--- src/dprc_defines.vh ---
/*
 * Constants for the dual loop rate configuration block: register
 * addresses, field positions, reset values, loop kind codes and rate units.
 * Assumes it is included by bare name from the design files only.
 */
`ifndef DPRC_DEFINES_VH
`define DPRC_DEFINES_VH

// Register addresses on the serial port.
`define DPRC_ADDR_MODE      3'h0
`define DPRC_ADDR_PRESCALE  3'h1
`define DPRC_ADDR_MULT1     3'h2
`define DPRC_ADDR_MULT2     3'h3
`define DPRC_ADDR_OUTCTL    3'h4
`define DPRC_REG_RESET      5'h00

// Field positions.
`define DPRC_BIT_LOOP_EN    0
`define DPRC_BIT_DIV1       0
`define DPRC_BIT_DIV2       1
`define DPRC_BIT_OE2        2
`define DPRC_BIT_OE1        3
`define DPRC_BIT_OES        4

// Serial frame: bit positions counted from zero, 16 bits per frame.
`define DPRC_SER_DATA_FIRST 5'h08
`define DPRC_SER_LAST       5'h0f
`define DPRC_SER_READ_BITS  5'h05

// Loop output kinds, one-hot.
`define DPRC_KIND_56        3'h1
`define DPRC_KIND_64        3'h2
`define DPRC_KIND_DATA      3'h4

// Rates are in units of 100 Hz.
`define DPRC_RATE_56        16'h0230
`define DPRC_RATE_64        16'h0280
`define DPRC_RATE_DATA0     16'h000c
`define DPRC_RATE_DATA_STEP 16'h0018
`define DPRC_DATA_SAT_CODE  5'h12

// Reference base rates in kHz.
`define DPRC_BASE_T1        16'h0608
`define DPRC_BASE_E1        16'h0800

`endif

--- src/dprc_loop_rate.v ---
/*
 * Rate decode for one synthesis loop: multiplier K from the select
 * code and the resulting output rate for the loop's current kind.
 * Assumes a synchronised active-low reset and a one-hot kind input.
 */
`timescale 1ns/100ps
`include "dprc_defines.vh"

module dprc_loop_rate #(
  parameter CODE_W = 5
) (
  input  wire              clk,
  input  wire              rst_n,
  input  wire [CODE_W-1:0] code,
  input  wire [2:0]        kind,
  input  wire              table_ok,
  output reg  [CODE_W:0]   k_r,
  output reg  [15:0]       rate_r,
  output reg               rate_ok_r
);

  reg [CODE_W:0] k_nxt;     // Multiplier, code plus one.
  reg [15:0]     rate_nxt;  // Output rate in 100 Hz units.
  reg [CODE_W-1:0] sat;     // Data code clipped at the top step.
  wire [15:0]    k_ext;     // Multiplier widened to the rate width.

  // Widened here so the products below keep all sixteen bits.
  assign k_ext = {{(16-CODE_W){1'b0}}, code} + 16'h0001;

  // K is code plus one; the rate follows the loop kind.
  always @* begin
    k_nxt = {1'b0, code} + {{CODE_W{1'b0}}, 1'b1};
    sat = (code > `DPRC_DATA_SAT_CODE) ? `DPRC_DATA_SAT_CODE : code;
    case (kind)
      `DPRC_KIND_56: rate_nxt = k_ext * `DPRC_RATE_56;
      `DPRC_KIND_64: rate_nxt = k_ext * `DPRC_RATE_64;
      `DPRC_KIND_DATA: begin
        // Codes past the top step saturate at 43.2 kHz.
        if (code == {CODE_W{1'b0}}) begin
          rate_nxt = `DPRC_RATE_DATA0;
        end else begin
          rate_nxt = {{(16-CODE_W){1'b0}}, sat}
                     * `DPRC_RATE_DATA_STEP;
        end
      end
      default: rate_nxt = 16'h0000;
    endcase
  end

  // Results are registered so the outputs stay glitch free.
  always @(posedge clk or negedge rst_n) begin
    if (!rst_n) begin
      k_r       <= {(CODE_W+1){1'b0}};
      rate_r    <= 16'h0000;
      rate_ok_r <= 1'b0;
    end else begin
      k_r       <= k_nxt;
      // Outside the table's modes the code sets no rate.
      rate_r    <= table_ok ? rate_nxt : 16'h0000;
      rate_ok_r <= table_ok;
    end
  end

endmodule // dprc_loop_rate

--- src/dprc_top.v ---
/*
 * Dual loop rate configuration: serial command port, the five command
 * registers, mode decode, prescaler ratio, per-loop rate decode,
 * sync-to-clock delay lookup and output drive enables.
 * Assumes csb_b, sclk and sdi are synchronous to clk, and that sclk is
 * much slower than clk so each of its edges is seen once.
 */
`timescale 1ns/100ps
`include "dprc_defines.vh"

module dprc_top (
  input  wire        clk,
  input  wire        rst_b,
  input  wire        master_sel,
  input  wire        csb_b,
  input  wire        sclk,
  input  wire        sdi,
  output reg         sdo_o,
  output reg         sdo_oe,
  output reg         loop1_run,
  output reg         loop2_run,
  output reg  [3:0]  loop_mode_select,
  output reg         prescale_valid,
  output reg  [4:0]  prescale_ratio,
  output reg  [15:0] ref_rate_khz,
  output wire [5:0]  loop1_k,
  output wire [15:0] loop1_rate,
  output wire        loop1_rate_ok,
  output wire [5:0]  loop2_k,
  output wire [15:0] loop2_rate,
  output wire        loop2_rate_ok,
  output reg  [9:0]  sync_delay,
  output reg         sync_delay_ok,
  output reg         loop1_div8,
  output reg         loop2_div8,
  output reg         out1_drive_enable,
  output reg         out2_drive_enable,
  output reg         frame_pulse_drive_enable
);

  // One-hot serial port states.
  localparam [2:0] ST_IDLE = 3'b001;
  localparam [2:0] ST_HEAD = 3'b010;
  localparam [2:0] ST_DATA = 3'b100;

  reg        rst_m_r;        // Reset synchroniser, first stage.
  reg        rst_n_r;        // Synchronised reset used everywhere.
  reg [4:0]  mode_r;         // Mode bits and first loop enable.
  reg [4:0]  prescale_r;     // Second loop enable and prescale code.
  reg [4:0]  mult1_r;        // First loop multiplier select.
  reg [4:0]  mult2_r;        // Second loop multiplier select.
  reg [4:0]  outctl_r;       // Dividers and drive enables.
  reg        sclk_r;         // Previous sclk sample for edges.
  reg [2:0]  state_r;        // Serial port state.
  reg [2:0]  state_nxt;
  reg [4:0]  bit_r;          // Bits taken in this frame.
  reg        rd_r;           // Frame is a read.
  reg [2:0]  addr_r;         // Frame address.
  reg [7:0]  wdata_r;        // Write data shifted in LSB first.
  reg [4:0]  rdata_r;        // Read data shifted out LSB first.
  reg [4:0]  rd_mux;         // Addressed register value.
  reg [2:0]  kind1;          // First loop kind from the mode bits.
  reg [2:0]  kind2;          // Second loop kind from the mode bits.
  reg        reverse;        // Mode code selects reverse operation.
  reg [19:0] delay_pair;     // Delay for 56k and 64k multiples.
  wire       rise;
  wire       fall;
  wire [3:0] mcode;

  assign rise  = sclk & ~sclk_r;
  assign fall  = ~sclk & sclk_r;
  assign mcode = mode_r[4:1];

  // Reset is applied at once and released through two flip-flops.
  always @(posedge clk or negedge rst_b) begin
    if (!rst_b) begin
      rst_m_r <= 1'b0;
      rst_n_r <= 1'b0;
    end else begin
      rst_m_r <= 1'b1;
      rst_n_r <= rst_m_r;
    end
  end

  // A frame starts when chip select falls and ends when it rises;
  // raising it early abandons the frame without any write.
  always @* begin
    state_nxt = state_r;
    case (state_r)
      ST_IDLE: if (!csb_b) state_nxt = ST_HEAD;
      ST_HEAD: begin
        if (csb_b) begin
          state_nxt = ST_IDLE;
        end else if (rise && bit_r == `DPRC_SER_DATA_FIRST - 5'h01) begin
          state_nxt = ST_DATA;
        end
      end
      ST_DATA: if (csb_b) state_nxt = ST_IDLE;
      default: state_nxt = ST_IDLE;
    endcase
  end

  // Readback of the addressed register; reserved space reads zero.
  always @* begin
    case (addr_r)
      `DPRC_ADDR_MODE:     rd_mux = mode_r;
      `DPRC_ADDR_PRESCALE: rd_mux = prescale_r;
      `DPRC_ADDR_MULT1:    rd_mux = mult1_r;
      `DPRC_ADDR_MULT2:    rd_mux = mult2_r;
      `DPRC_ADDR_OUTCTL:   rd_mux = outctl_r;
      default:             rd_mux = 5'h00;
    endcase
  end

  // Serial shifter: command bits and data on rising sclk, read data
  // launched on falling sclk so the host can take it on the next rise.
  always @(posedge clk or negedge rst_n_r) begin
    if (!rst_n_r) begin
      state_r <= ST_IDLE;
      sclk_r  <= 1'b0;
      bit_r   <= 5'h00;
      rd_r    <= 1'b0;
      addr_r  <= 3'h0;
      wdata_r <= 8'h00;
      rdata_r <= 5'h00;
      sdo_o   <= 1'b0;
      sdo_oe  <= 1'b0;
    end else begin
      state_r <= state_nxt;
      sclk_r  <= sclk;
      if (state_r == ST_IDLE) begin
        bit_r  <= 5'h00;
        sdo_oe <= 1'b0;
        sdo_o  <= 1'b0;
      end else if (csb_b) begin
        // Release the data pin as soon as the frame ends.
        sdo_oe <= 1'b0;
      end else begin
        if (rise && bit_r <= `DPRC_SER_LAST) begin
          bit_r <= bit_r + 5'h01;
          if (bit_r == 5'h00) begin
            rd_r <= sdi;
          end else if (bit_r < 5'h04) begin
            addr_r <= {sdi, addr_r[2:1]};
          end else if (state_r == ST_DATA) begin
            wdata_r <= {sdi, wdata_r[7:1]};
          end
        end
        if (fall && rd_r && bit_r >= `DPRC_SER_DATA_FIRST
            && bit_r <= `DPRC_SER_LAST) begin
          // Data bits D0 to D4 go out first, then zeros.
          if (bit_r == `DPRC_SER_DATA_FIRST) begin
            sdo_oe  <= 1'b1;
            sdo_o   <= rd_mux[0];
            rdata_r <= {1'b0, rd_mux[4:1]};
          end else begin
            sdo_o   <= rdata_r[0];
            rdata_r <= {1'b0, rdata_r[4:1]};
          end
        end
      end
    end
  end

  // Registers load on the sixteenth rising sclk of a write; the upper
  // three data bits are dropped.  All clear to zero at reset.
  always @(posedge clk or negedge rst_n_r) begin
    if (!rst_n_r) begin
      mode_r     <= `DPRC_REG_RESET;
      prescale_r <= `DPRC_REG_RESET;
      mult1_r    <= `DPRC_REG_RESET;
      mult2_r    <= `DPRC_REG_RESET;
      outctl_r   <= `DPRC_REG_RESET;
    end else if (state_r == ST_DATA && !csb_b && rise && !rd_r
                 && bit_r == `DPRC_SER_LAST) begin
      case (addr_r)
        // Seven data bits are in by now, D0 sitting at bit 1.
        `DPRC_ADDR_MODE:     mode_r     <= wdata_r[5:1];
        `DPRC_ADDR_PRESCALE: prescale_r <= wdata_r[5:1];
        `DPRC_ADDR_MULT1:    mult1_r    <= wdata_r[5:1];
        `DPRC_ADDR_MULT2:    mult2_r    <= wdata_r[5:1];
        `DPRC_ADDR_OUTCTL:   outctl_r   <= wdata_r[5:1];
        default:             ;  // Reserved addresses take no write.
      endcase
    end
  end

  // Mode decode: the low three mode bits pick the pair of loop kinds,
  // codes 6 and 7 are reverse and leave the multiplier tables unused.
  always @* begin
    reverse = (mcode[2:1] == 2'b11);
    case (mcode[2:0])
      3'h0: begin kind1 = `DPRC_KIND_56;   kind2 = `DPRC_KIND_56;   end
      3'h1: begin kind1 = `DPRC_KIND_56;   kind2 = `DPRC_KIND_64;   end
      3'h2: begin kind1 = `DPRC_KIND_64;   kind2 = `DPRC_KIND_64;   end
      3'h3: begin kind1 = `DPRC_KIND_56;   kind2 = `DPRC_KIND_DATA; end
      3'h4: begin kind1 = `DPRC_KIND_64;   kind2 = `DPRC_KIND_DATA; end
      3'h5: begin kind1 = `DPRC_KIND_DATA; kind2 = `DPRC_KIND_DATA; end
      default: begin kind1 = 3'h0; kind2 = 3'h0; end
    endcase
  end

  // Sync-to-clock delay against the first loop code, in 56k and 64k
  // multiple columns.
  always @* begin
    case (mult1_r)
      5'h00, 5'h01, 5'h02, 5'h03, 5'h05, 5'h0b, 5'h17:
               delay_pair = {10'h174, 10'h146};
      5'h04, 5'h13: delay_pair = {10'h1be, 10'h187};
      5'h06, 5'h0d, 5'h1b: delay_pair = {10'h13f, 10'h117};
      5'h07, 5'h0f, 5'h1f: delay_pair = {10'h117, 10'h0f4};
      5'h08, 5'h11: delay_pair = {10'h1f0, 10'h1b2};
      5'h09:   delay_pair = {10'h1be, 10'h12d};
      5'h0a, 5'h15: delay_pair = {10'h196, 10'h163};
      5'h0c, 5'h19: delay_pair = {10'h157, 10'h12d};
      5'h0e, 5'h1d: delay_pair = {10'h12a, 10'h104};
      5'h10:   delay_pair = {10'h20d, 10'h1cc};
      5'h12:   delay_pair = {10'h1d6, 10'h19b};
      5'h14:   delay_pair = {10'h1a9, 10'h174};
      5'h16:   delay_pair = {10'h184, 10'h154};
      5'h18:   delay_pair = {10'h165, 10'h138};
      5'h1a:   delay_pair = {10'h14b, 10'h121};
      5'h1c:   delay_pair = {10'h134, 10'h117};
      5'h1e:   delay_pair = {10'h120, 10'h0fc};
      default: delay_pair = 20'h00000;
    endcase
  end

  // Configuration outputs, all registered.
  always @(posedge clk or negedge rst_n_r) begin
    if (!rst_n_r) begin
      loop1_run                <= 1'b0;
      loop2_run                <= 1'b0;
      loop_mode_select         <= 4'h0;
      prescale_valid           <= 1'b0;
      prescale_ratio           <= 5'h00;
      ref_rate_khz             <= 16'h0000;
      sync_delay               <= 10'h000;
      sync_delay_ok            <= 1'b0;
      loop1_div8               <= 1'b0;
      loop2_div8               <= 1'b0;
      out1_drive_enable        <= 1'b0;
      out2_drive_enable        <= 1'b0;
      frame_pulse_drive_enable <= 1'b0;
    end else begin
      loop1_run        <= mode_r[`DPRC_BIT_LOOP_EN];
      loop2_run        <= prescale_r[`DPRC_BIT_LOOP_EN];
      loop_mode_select <= mcode;
      // The prescaler only acts in master forward; in reverse its
      // code is ignored, and slave inputs are already 8 kHz.
      prescale_valid <= master_sel & ~reverse;
      if (master_sel && !reverse) begin
        prescale_ratio <= {1'b0, prescale_r[4:1]} + 5'h01;
        ref_rate_khz   <= {11'h000, ({1'b0, prescale_r[4:1]} + 5'h01)}
                          * (mcode[3] ? `DPRC_BASE_E1 : `DPRC_BASE_T1);
      end else begin
        prescale_ratio <= 5'h00;
        ref_rate_khz   <= 16'h0000;
      end
      // The delay holds only for 56k or 64k multiples, not in reverse,
      // and not for 56k multiples with the divide by 8 on.
      if (!reverse && (kind1 == `DPRC_KIND_64 || (kind1 == `DPRC_KIND_56
          && !outctl_r[`DPRC_BIT_DIV1]))) begin
        sync_delay_ok <= 1'b1;
        sync_delay    <= (kind1 == `DPRC_KIND_56) ? delay_pair[19:10]
                                                  : delay_pair[9:0];
      end else begin
        sync_delay_ok <= 1'b0;
        sync_delay    <= 10'h000;
      end
      loop1_div8               <= outctl_r[`DPRC_BIT_DIV1];
      loop2_div8               <= outctl_r[`DPRC_BIT_DIV2];
      out2_drive_enable        <= outctl_r[`DPRC_BIT_OE2];
      out1_drive_enable        <= outctl_r[`DPRC_BIT_OE1];
      frame_pulse_drive_enable <= outctl_r[`DPRC_BIT_OES];
    end
  end

  // First loop rate; tables apply in forward modes, master or slave.
  dprc_loop_rate #(.CODE_W(5)) u_loop1 (
    .clk       (clk),
    .rst_n     (rst_n_r),
    .code      (mult1_r),
    .kind      (kind1),
    .table_ok  (~reverse),
    .k_r       (loop1_k),
    .rate_r    (loop1_rate),
    .rate_ok_r (loop1_rate_ok)
  );

  // Second loop uses its own code, independent of the first.
  dprc_loop_rate #(.CODE_W(5)) u_loop2 (
    .clk       (clk),
    .rst_n     (rst_n_r),
    .code      (mult2_r),
    .kind      (kind2),
    .table_ok  (~reverse),
    .k_r       (loop2_k),
    .rate_r    (loop2_rate),
    .rate_ok_r (loop2_rate_ok)
  );

endmodule // dprc_top

--- config.mk ---
export PLATFORM = sky130hd
export DESIGN_NAME = dprc_top
export DESIGN_NICKNAME = d
export VERILOG_FILES = /design/src/dprc_loop_rate.v /design/src/dprc_top.v
export VERILOG_INCLUDE_DIRS = /design/src
export SDC_FILE = /design/constraint.sdc
export NUM_CORES = 1
export LEC_CHECK = 0
export BUFFER_PORTS_ARGS = -buffer_cell sky130_fd_sc_hd__buf_2
export CELL_PAD_IN_SITES_DETAIL_PLACEMENT = 0
export CELL_PAD_IN_SITES_GLOBAL_PLACEMENT = 1
export CORE_AREA = 3 3 138 140
export CTS_CLUSTER_SIZE = 16
export DETAILED_ROUTE_END_ITERATION = 12
export DIE_AREA = 0 0 141 143
export PLACE_DENSITY_LB_ADDON = 0.2
export SLEW_MARGIN = 20
export SYNTH_ARGS = -nofsm -noshare
export SYNTH_HDL_FRONTEND = slang
export SYNTH_SLANG_ARGS = --single-unit
--- constraint.sdc ---
create_clock -name clk -period 4.7 [get_ports clk]
set_input_delay 0.47 -clock clk [delete_from_list [all_inputs] [get_ports clk]]
set_output_delay 0.47 -clock clk [all_outputs]
set_load 0.01 [all_outputs]
* Yosys cells after proc, flatten, opt, wreduce, memory -nomap -nowiden *
Memories as Yosys holds them, arrays and structs flattened.
Cells that the tools add are included.

word-level totals
  bits in registers = 144
  latch bits = 0
  RAM bits = 0
  bits in read-only memories = 608
  output and inout bits = 92
  word-level logic and storage cells = 166
  memories = 1

operators by class
  add/sub/neg operators = 6
  $mul = 7
  div/mod/pow operators = 0
  order comparisons = 5
  equality and inequality tests = 26
  shift operators = 0
  muxes and demuxes = 34
  bitwise gates (word level) = 10
  reductions and logical operators = 43

memories
  name              words  bits a word  read ports  clocked after Yosys merged registers in  wr ports  line            source
  (name not given)  32     19           1           0                                        0         dprc_top.v:206  case (mult1_r)

operator list
  kind                                                 number
  case mux 16 bit (3 select lines)                     2
  2-to-1 mux 16 bit                                    3
  2-to-1 mux 10 bit                                    4
  multiplier 16 x 3 -> 9 bit (second input constant)   2
  multiplier 16 x 6 -> 12 bit (second input constant)  2
  2-to-1 mux 5 bit                                     6
  case mux 3 bit (3 select lines)                      3
  case mux 5 bit (5 select lines)                      1
  adder 5 x 1 -> 6 bit (second input constant)         4
  == test 3 x 2 -> 1 bit (second input constant)       7
  == test 3 bit (second input constant)                6
  multiplier 5 x 12 -> 16 bit                          1
  AND reduction 2 bit                                  8
  == test 3 x 1 -> 1 bit (second input constant)       5
  zero test 5 bit                                      3
  multiplier 5 x 2 -> 7 bit (second input constant)    2
  logical AND 1 bit                                    12
  2-to-1 mux 12 bit                                    1
  2-to-1 mux 3 bit                                     4
  == test 5 x 4 -> 1 bit (second input constant)       2
  > comparator 5 bit (second input constant)           2
  2-to-1 mux 1 bit                                     9
  inverter 1 bit                                       7
  zero test 3 bit                                      2
  other kinds (22)                                     33

* Logic depth before layout (Yosys ltp) *
Gate-level depths: netlist of the first run.

  word-level depth = 8
  depth in mapped cells = 16
  depth with buffers taken out = 14

* By module *
From an unflattened synthesis of the first run, not the netlist that was laid out.

second synthesis, totals
  cells, all modules = 861
  area, all modules = 8667.1 µm²

modules (own cells, without submodules)
  module                    times used  cells each  area an instance (µm²)
  dprc_top                  1           492         5246.3
  dprc_loop_rate (u_loop2)  1           185         1715.4
  dprc_loop_rate (u_loop1)  1           184         1705.4

* Worst setup path after synthesis of the first run *
OpenSTA, ideal clock, no wires.

  kind = flip-flop to flip-flop
  start point = register mult1_r[2]
  end point = register u_loop1.rate_r[13]
  library setup time = 0.143 ns
  arrival = 3.580 ns
  required time = 4.557 ns
  path slack = 0.978 ns
  stages on the path, launching flop included = 17
  path buffers = 3
  clock period less this slack = 3.722 ns
  cell sequence = dfrtp_1 buf_2 clkbuf_1 buf_1 nand3_1 xnor2_1 ha_1 ha_1 ha_1 inv_1 fa_1 nor2b_1 o21a_1 o21a_1 o311a_1 nor3_1 a21oi_1

between the ends
  word-level cells in the longest chain between the ends = 4
  elaborated cells on any way between the ends = 5
  those cells by class = 1 x add/sub; 2 x mul; 2 x mux

RTL lines
  item                                                                                 line                 source
  start: declaration                                                                   dprc_top.v:50        reg [4:0] mult1_r;
  start signal: assignment                                                             dprc_top.v:171       mult1_r <= `DPRC_REG_RESET;
  start signal: assignment                                                             dprc_top.v:180       `DPRC_ADDR_MULT1: mult1_r <= wdata_r[5:1];
  adder 5 x 1 -> 6 bit *                                                               dprc_loop_rate.v:28  assign k_ext = {{(16-CODE_W){1'b0}}, code} + 16'h0001;
  via u_loop1.k_ext[3]                                                                 dprc_loop_rate.v:25  wire [15:0] k_ext;
  multiplier 16 x 3 -> 9 bit (no line) or multiplier 16 x 6 -> 12 bit (tied branches)  --
  case mux 16 bit (3 select lines) *                                                   dprc_loop_rate.v:34  case (kind)
  2-to-1 mux 16 bit *                                                                  dprc_loop_rate.v:59  rate_r <= table_ok ? rate_nxt : 16'h0000;
  end signal: assignment                                                               dprc_loop_rate.v:59
  end: declaration                                                                     dprc_loop_rate.v:18  output reg [15:0] rate_r,

Mark *: on every way through the listed nets, which the timed path passes. The rest lies on a longest branch.
A chain may end at the register's enable or synchronous reset.

* Worst setup path in the final report of the first run *
  start point = register mult2_r[0]
  end point = register u_loop2.rate_r[15]

between the ends
  word-level cells in the longest chain between the ends = 4
  elaborated cells on any way between the ends = 5
  those cells by class = 1 x add/sub; 2 x mul; 2 x mux

RTL lines
  item                                                                                 line                 source
  start: declaration                                                                   dprc_top.v:51        reg [4:0] mult2_r;
  start signal: assignment                                                             dprc_top.v:172       mult2_r <= `DPRC_REG_RESET;
  start signal: assignment                                                             dprc_top.v:181       `DPRC_ADDR_MULT2: mult2_r <= wdata_r[5:1];
  adder 5 x 1 -> 6 bit *                                                               dprc_loop_rate.v:28
  via u_loop2.k_ext[4]                                                                 dprc_loop_rate.v:25
  multiplier 16 x 3 -> 9 bit (no line) or multiplier 16 x 6 -> 12 bit (tied branches)  --
  case mux 16 bit (3 select lines) *                                                   dprc_loop_rate.v:34
  2-to-1 mux 16 bit *                                                                  dprc_loop_rate.v:59
  end signal: assignment                                                               dprc_loop_rate.v:59
  end: declaration                                                                     dprc_loop_rate.v:18

Marks and branches as above.

==> results of run 1 <==
[worst max-delay path, cell delays in order, from the launching register on]
cell       delay, ns
dfrtp_1         0.55
ha_1            0.33
nand3_1         0.19
xnor2_1         0.53
ha_1            0.34
ha_1            0.31
inv_1           0.06
fa_1            0.45
nor2b_1         0.12
o21ai_0         0.10
a21boi_0        0.27
o21a_1          0.20
o21ai_0         0.08
a2111oi_0       0.38
[logic make-up after synthesis]
kind of cell / Yosys count / synth area share, %
simple gates: 215 / 13.0
compound gates: 191 / 15.0
flops: 133 / 40.7
buf+inv: 103 / 5.26
fa+ha+maj: 94 / 15.2
mux: 45 / 6.68
xor+xnor: 38 / 4.07
other cells: 2 / 0.0918
[cells in the mapped netlist, types with 10 or more instances]
cell / n / area [µm²]
xnor2_1: 19 / 166
fa_1: 10 / 200
a22oi_1: 16 / 120
o22ai_1: 10 / 62.6
nor3_1: 18 / 90.1
a21oi_1: 43 / 215
a21o_1: 18 / 135
inv_1: 52 / 195
mux2_2: 31 / 349
ha_1: 82 / 1030
nand2_1: 44 / 165
nand2b_1: 17 / 106
dfrtp_1: 132 / 3300
nand3_1: 14 / 70.1
nor2_1: 66 / 248
a211oi_1: 14 / 105
xor2_1: 19 / 166
clkbuf_1: 31 / 116
nor2b_1: 17 / 106
buf_4: 11 / 82.6
o21ai_0: 47 / 235
[final cells by class]
class                      instances  area [µm²]  area share [%]
multi-input combinational        592        4450            47.3
sequential                       133        3330            35.4
timing repair buffer             101         538            5.71
clock buffer                      24         492            5.22
tap                              229         287            3.04
inverter                          52         195            2.07
clock inverter                     8         123            1.30
[through the flow]
step                cells  cell area, µm²  hold slack [ns]  setup WS, ns  utilization (%)
finish               1139            9420            0.186         0.661             52.4
global route         1139            9420            0.172         0.428             52.4
floorplan             828            8210            0.174         0.722                -
detailed placement   1106            8790            0.257         0.722             49.0
global placement     1106            8790            0.255         0.949             49.0
CTS                  1139            9420            0.171         0.707             52.4
[layer usage]
layer | up-vias | routed length, µm
li1 | 3030 | -
met3 | 28 | 962
met4 | 0 | 320
met2 | 183 | 9470
met1 | 3091 | 9610
met5 | - | 0
[registers in the layout (all words and copies together), names as in the netlist, 3 cells and up]
register / flops
state_r: 3
outctl_r: 5
u_loop2.rate_r: 14
rdata_r: 4
loop_mode_select: 4
u_loop1.rate_r: 14
prescale_ratio: 5
mult2_r: 5
prescale_r: 5
sync_delay: 10
wdata_r: 7
bit_r: 5
ref_rate_khz: 11
addr_r: 3
u_loop1.k_r: 6
mult1_r: 5
u_loop2.k_r: 6
mode_r: 5
[power breakdown]
part           total, mW  switching, mW  internal (mW)
Sequential          1.22         0.0469           1.17
Clock               1.38          0.494          0.889
Combinational     0.0911         0.0552         0.0359
[cell usage in the layout (no fill, tap or decap), types with 5 or more instances in the layout]
cell type    n
dfrtp_1    131
buf_2       89
ha_1        82
nor2_1      66
inv_1       52
o21ai_0     47
nand2_1     44
a21oi_1     43
mux2_2      31
xnor2_1     19
xor2_1      19
a21o_1      18
nor3_1      18
nand2b_1    17
nor2b_1     17
clkbuf_16   17
a22oi_1     16
nand3_1     14
a211oi_1    14
buf_4       11
o22ai_1     10
fa_1        10
conb_1       9
and3_1       7
and2_1       6
o221ai_1     6
o211ai_1     6
mux2_1       6
o21a_1       5
[final timing paths]
path	start	depth (start not counted)	to	slack, ns
worst max-delay path	mult2_r[0]	13	u_loop2.rate_r[15]	0.66
worst min-delay path	sclk	1	sclk_r	0.19
worst max register to register	mult2_r[0]	13	u_loop2.rate_r[15]	0.66
worst min register to register	rst_m_r	0	rst_n_r	0.35
max in group asynchronous	rst_n_r	1	ref_rate_khz[15]	3.22
min in group asynchronous	rst_b	2	rst_n_r	0.35
==> results.cfg, run 1 <==
[outcome]
status = complete, no violations

[grt]
top_usage_layer = met2
grt_max_degree = 62
met2_usage_pct = 33.3
grt_pass1_wl_um = 33400
antenna_found_initial = 0
grtUsageMet3_pct = 4.05
track_usage_pct = 20.9
grtUsageMet1_pct = 29.0
overflow = 0
grt_pass1_vias = 6350

[timing]
period_share_pct = 85.9
finalMaxSlewViolations = 0
fin_crit_ns = 4.04
setup_viol = 0
hold_viol = 0
tns_ns = 0
relSlewSlack_pct = 29.4
grt_setup_unrepaired = false
max_freq_mhz = 248
clock-skew-final_ns = 0.00650
worst_slew_pin_slew_ns = 1.05

[power_and_ir_drop]
ir_drop_mv = 0.236
total_power_mw = 2.69
powerDensity_mw_per_mm2 = 286
power_leakage_nw = 4.84

[detailed_routing]
vias_per_cell = 5.56
ant_nets = 0
routedWlPerCell_um = 17.9
drtPass1Iterations = 5
drt_wl_total_um = 20400
first_iter_violations = 348
num_vias = 6332
drcViolationCount = 0

[clock_tree]
cts_buffer_depth = 2
h-tree-depth = 4
cts_tree = yes
clk_pin_slew_ns = 0.06
cts_root_buffer = clkbuf_16
cts_resized = 0
worstSkewPairLatency_ns = 0.42
cts_hold_buf = 1
clock_sinks = 133
cts_setup_buffers = 0
cts_buffers = 17

[cells_and_area]
fillers = 1641
nets = 995
n_antenna_cell = 0
syn2layout_area_growth_pct = 15.1
drive_gt1_share_pct = 19.3

[placement]
place_congestion = 0.864
portBuffers = 89
dp_hpwl_um = 14500

[floorplan]
initial_utilization_pct = 45.6
rows = 49
dieArea_mm2 = 0.0202
die_h_um = 143
core_mm2 = 0.0180
die_w_um = 141
io_pins = 98

[synthesis]
ys.flop_type = dfrtp_1
synth_edf_count = 0
ys_types = 62
yosys_warnings = 0
avgSynthCellArea_um2 = 9.97
async_flop_share_pct = 100
synthCells = 821
netlist_area_mm2 = 0.00818
ys_seq_area_share_pct = 40.7
ys_seq_elements = 133

[critical_path]
critPathLaunchType = flip-flop
path_max_fanout = 11
end_kind = flip-flop
worst-setup-path-type = reg -> reg
crit_required_ns = 4.98
critical_path_arrival_ns = 4.32

[min_path]
hold_path.class = in -> reg

[run]
cap_violations = 0
No activity file was read; power rests on OpenSTA's default activity.
==> inputs of run 2 (changes only) <==
Settings changed: CORE_AREA 3 3 138 140 to 3 3 140 142, DIE_AREA 0 0 141 143 to 0 0 143 145, SYNTH_HIERARCHICAL from default to 1.
==> results.cfg, run 2 <==
[placement]
place_congestion = 0.867
place_area_mm2 = 0.00919
dp_hpwl_um = 13900
dp.cells = 1151
place_ws_ns = 0.773
portBuffers = 89

[grt]
met2_usage_pct = 30.2
top_usage_layer = met2
grt_max_degree = 56
overflow = 0
grt_pass1_wl_um = 32800
grtUsageMet1_pct = 28.3
antenna_found_initial = 0
grt_pass1_vias = 6268
grtUsageMet3_pct = 3.13
track_usage_pct = 19.4

[timing]
period_share_pct = 84.4
fin_crit_ns = 3.96
clock-skew-final_ns = 0.00815
worst_slew_pin_slew_ns = 0.970
setup_viol = 0
tns_ns = 0
finalMaxSlewViolations = 0
hold_viol = 0
layout_setup_ws_ns = 0.735
whs_ns = 0.177
relSlewSlack_pct = 34.9
max_freq_mhz = 252
grt_setup_unrepaired = false

[power_and_ir_drop]
ir_drop_mv = 0.251
power_leakage_nw = 4.90
total_power_mw = 2.69
powerDensity_mw_per_mm2 = 275

[detailed_routing]
first_iter_violations = 375
drtPass1Iterations = 4
routedWlPerCell_um = 16.8
drcViolationCount = 0
vias_per_cell = 5.50
num_vias = 6509
ant_nets = 0
drt_wl_total_um = 19800

[cells_and_area]
register_area_mm2 = 0.00336
design_area_mm2 = 0.00981
fin_cells = 1184
fillers = 1733
syn2layout_area_growth_pct = 13.2
multi_input_area_mm2 = 0.00484
drive_gt1_share_pct = 21.3
largest_registers = u_loop1/rate_r (14), u_loop2/rate_r (14), ref_rate_khz (11)
finalCoreUtilization_pct = 52.8
final_cell_mix = dfrtp_1 (132), nor2_1 (90), buf_2 (89)
nets = 1034
layout_commonest_cell = dfrtp_1
n_antenna_cell = 0

[synthesis]
synth.most_common_cell = dfrtp_1
synth_top_area_share_pct = 38.4
ys.flop_type = dfrtp_1
synth_edf_count = 0
yosys-top-cells-count = dfrtp_1 (133), nor2_1 (90), ha_1 (84)
yosys_warnings = 6
async_flop_share_pct = 100
netlist_area_mm2 = 0.00867
netlist_top_cells_area = dfrtp_1 (38%), ha_1 (12%), mux2_2 (5.1%)
ys_types = 85
synthCells = 861
yosysTopAreaCell = dfrtp_1
ys_seq_elements = 134
ys_seq_area_share_pct = 38.7
avgSynthCellArea_um2 = 10.1

[critical_path]
end_kind = flip-flop
critical_path_arrival_ns = 4.26
path_max_fanout = 18
crit_required_ns = 5.00
critPathLaunchType = flip-flop
worst-setup-path-type = reg -> reg

[floorplan]
core_mm2 = 0.0186
initial_utilization_pct = 46.6
die_h_um = 145
dieArea_mm2 = 0.0207
rows = 50
die_w_um = 143
io_pins = 98

[clock_tree]
h-tree-depth = 4
cts_resized = 0
cts_buffer_depth = 2
cts_buffers = 17
cts_root_buffer = clkbuf_16
worstSkewPairLatency_ns = 0.42
clock_sinks = 134
cts_tree = yes
clk_pin_slew_ns = 0.07

[run]
cap_violations = 0

[min_path]
hold_path.class = in -> reg

[outcome]
status = complete, no violations
==> run 2: final timing paths <==
check	start	slack, ns	to	cells past startpoint
hold / removal	sclk	0.18	sclk_r	1
min in group asynchronous	rst_n_r	0.32	sync_delay[4]	0
max in group asynchronous	rst_n_r	3.23	addr_r[0]	1
setup / recovery	mult1_r[0]	0.74	u_loop1/rate_r[14]	13
hold reg to reg	rst_n_r	0.32	sync_delay[4]	0
setup reg to reg	mult1_r[0]	0.74	u_loop1/rate_r[14]	13
==> run 2: where the power goes <==
group	internal, mW	leakage, nW	switching, mW
clock	0.765	0.295	0.601
sequential	1.17	1.76	0.0519
combinational	0.0404	2.84	0.0618
total	1.98	4.90	0.714
==> run 2: layout make-up <==
class / count / area share [%]
Tap cell: 234 / 2.98
Clock buffer: 17 / 4.34
Sequential cell: 134 / 34.2
Timing Repair Buffer: 101 / 5.48
Multi-Input combinational cell: 638 / 49.3
Clock inverter: 15 / 1.87
Inverter: 45 / 1.80
==> run 2: cell families (layout without fill, tap and decap cells) <==
logic type,count (synthesis),in the layout,synth area share [%]
muxes,58,58,8.32
and+or+nand+nor,256,256,15.6
other,4,9,0.173
adders and majority gates,91,91,13.7
AOI/OAI and AO/OA,192,192,14.5
buffers and inverters,94,178,5.69
xor gates and xnor gates,32,32,3.23
DFF,134,134,38.7
==> run 2: repair_timing <==
| action | 4_1_cts | 5_1_grt |
|---|---|---|
| setup buffers | 0 | 0 |
| endpoints found under the setup margin | 0 | 0 |
| hold buffers | 1 | 0 |
| hold endpoints to repair | 2 | 0 |
==> run 2: worst max-delay path, stage by stage, from the launching register on <==
cell	delay (ns)
dfrtp_1	0.74
ha_1	0.29
nand3_1	0.10
xnor2_1	0.33
inv_1	0.23
ha_1	0.35
xnor2_1	0.13
ha_1	0.31
ha_1	0.25
a211oi_1	0.25
nor2_1	0.13
o41ai_1	0.38
mux2i_1	0.25
a21oi_1	0.09
==> run 2: routing by layer <==
layer,share of wire (%),vias to the layer above
met3,3.4,15
met1,50,3176
met2,46,120
met5,0,-
li1,-,3198
met4,0.88,0
==> inputs of run 3 (changes only) <==
Clock period 4.7 ns to 4.1 ns, I/O delays scaled along.
==> results.cfg, run 3 (synthesis gave the netlist of run 2 again) <==
[detailed_routing]
routedWlPerCell_um = 16.8
first_iter_violations = 399
drcViolationCount = 0
ant_nets = 0
vias_per_cell = 5.51
drt_wl_total_um = 20000
num_vias = 6551
drtPass1Iterations = 5

[placement]
dp_hpwl_um = 14000
place_ws_ns = 0.481
portBuffers = 89
place_congestion = 0.841

[timing]
hold_viol = 0
finalMaxSlewViolations = 0
max_freq_mhz = 277
worst_slew_pin_slew_ns = 0.956
whs_ns = 0.116
relSlewSlack_pct = 35.9
grt_setup_unrepaired = false
layout_setup_ws_ns = 0.487
period_share_pct = 88.1
clock-skew-final_ns = 0.0127
setup_viol = 0
fin_crit_ns = 3.61
tns_ns = 0

[floorplan]
dieArea_mm2 = 0.0207
die_h_um = 145
rows = 50
die_w_um = 143
io_pins = 98
core_mm2 = 0.0186
initial_utilization_pct = 46.6

[critical_path]
crit_chain = ha_1 -> nand3_1 -> xnor2_1 -> inv_1 -> ha_1 -> xnor2_1 -> ha_1 -> ha_1 -> o21ai_0 -> nor2_1 -> o41ai_1 -> mux2i_1 -> a21oi_1
path_buf_inv = 1
critPathLaunchType = flip-flop
critical_path_arrival_ns = 3.92
max_stage_delay_ns = 0.49
worst-setup-path-type = reg -> reg
end_kind = flip-flop
cpMostUsedCell = ha_1
critPathTopFamily = adder cells
crit_required_ns = 4.40
crit_slowest_cell = dfrtp_1
path_max_fanout = 7

[clock_tree]
clk_pin_slew_ns = 0.06
clock_sinks = 134
cts_root_buffer = clkbuf_16
cts_setup_buffers = 0
cts_tree = yes
h-tree-depth = 4
cts_buffer_depth = 2
cts_buffers = 17
worstSkewPairLatency_ns = 0.43

[cells_and_area]
final_cell_mix = dfrtp_1 (132), nor2_1 (90), buf_2 (89)
largest_registers = u_loop1/rate_r (14), u_loop2/rate_r (14), ref_rate_khz (11)
multi_input_area_mm2 = 0.00484
syn2layout_area_growth_pct = 13.5
drive_gt1_share_pct = 21.6
fillers = 1713
layout_commonest_cell = dfrtp_1
nets = 1038
n_antenna_cell = 0
finalCoreUtilization_pct = 53.0
register_area_mm2 = 0.00336

[grt]
grt_pass1_wl_um = 34100
grt_max_degree = 71
antenna_found_initial = 0
track_usage_pct = 20.2
overflow = 0
grt_pass1_vias = 6457

[power_and_ir_drop]
powerDensity_mw_per_mm2 = 312
ir_drop_mv = 0.294
total_power_mw = 3.07
power_leakage_nw = 4.93

[outcome]
status = complete, no violations

[run]
cap_violations = 0

[min_path]
hold_path.class = in -> reg
-- run 3: cell count changes in the layout (fill, tap and decap cells not counted), sizes merged --
cell,previous run,this run
clkinv,4,5
clkinvlp,1,0
buf,100,104
-- run 3: repair_timing --
| action | 4_1_cts | 5_1_grt |
|---|---|---|
| hold buffers | 1 | 0 |
| endpoints found under the hold margin | 2 | 0 |
| resized for setup | 0 | 0 |
-- run 3: final timing paths --
path                            start                 end  slack, ns  depth (start not counted)
max                        mult1_r[0]  u_loop1/rate_r[14]       0.49                         13
min                              sclk              sclk_r       0.12                          1
max reg2reg                mult1_r[0]  u_loop1/rate_r[14]       0.49                         13
min reg2reg                   rst_m_r             rst_n_r       0.35                          0
max in group asynchronous     rst_n_r  u_loop2/rate_r[12]       2.64                          1
min in group asynchronous       rst_b             rst_m_r       0.31                          2
-- run 3: report_power, final --
group / total [mW] / internal, mW / switching (mW)
Combinational: 0.112 / 0.0466 / 0.0659
Sequential: 1.41 / 1.35 / 0.0641
Clock: 1.55 / 0.875 / 0.674
Total: 3.07 / 2.27 / 0.804
-- run 3: final cells by class --
type                    instances  share of cell area (%)
multi-input cells             638                    49.2
flip-flops and latches        134                    34.1
repair buffers                105                    5.77
clock buffers                  17                    4.32
well taps                     234                    2.98
clock inverters                15                    1.83
inverters                      45                    1.79
-- run 3: worst register-to-register path, stage by stage (launching register included) --
cell and delay, ns:
dfrtp_1 0.49, ha_1 0.23, nand3_1 0.10, xnor2_1 0.41, inv_1 0.25, ha_1 0.36
xnor2_1 0.17, ha_1 0.25, ha_1 0.34, o21ai_0 0.16, nor2_1 0.11, o41ai_1 0.32
mux2i_1 0.23, a21oi_1 0.08
-- run 3: through the flow --
stage	instance area, µm²	instances
floorplan	8690	866
global placement	9220	1155
detailed placement	9220	1155
CTS	9840	1188
global route	9840	1188
finish	9840	1188
-- run 3: routing by layer --
layer	share of wire, %	vias to the layer above	track usage (%)
li1	-	3217	-
met1	48	3169	29.6
met2	46	148	30.7
met3	4.3	17	3.82
met4	1.1	0	5.47
met5	0	-	0
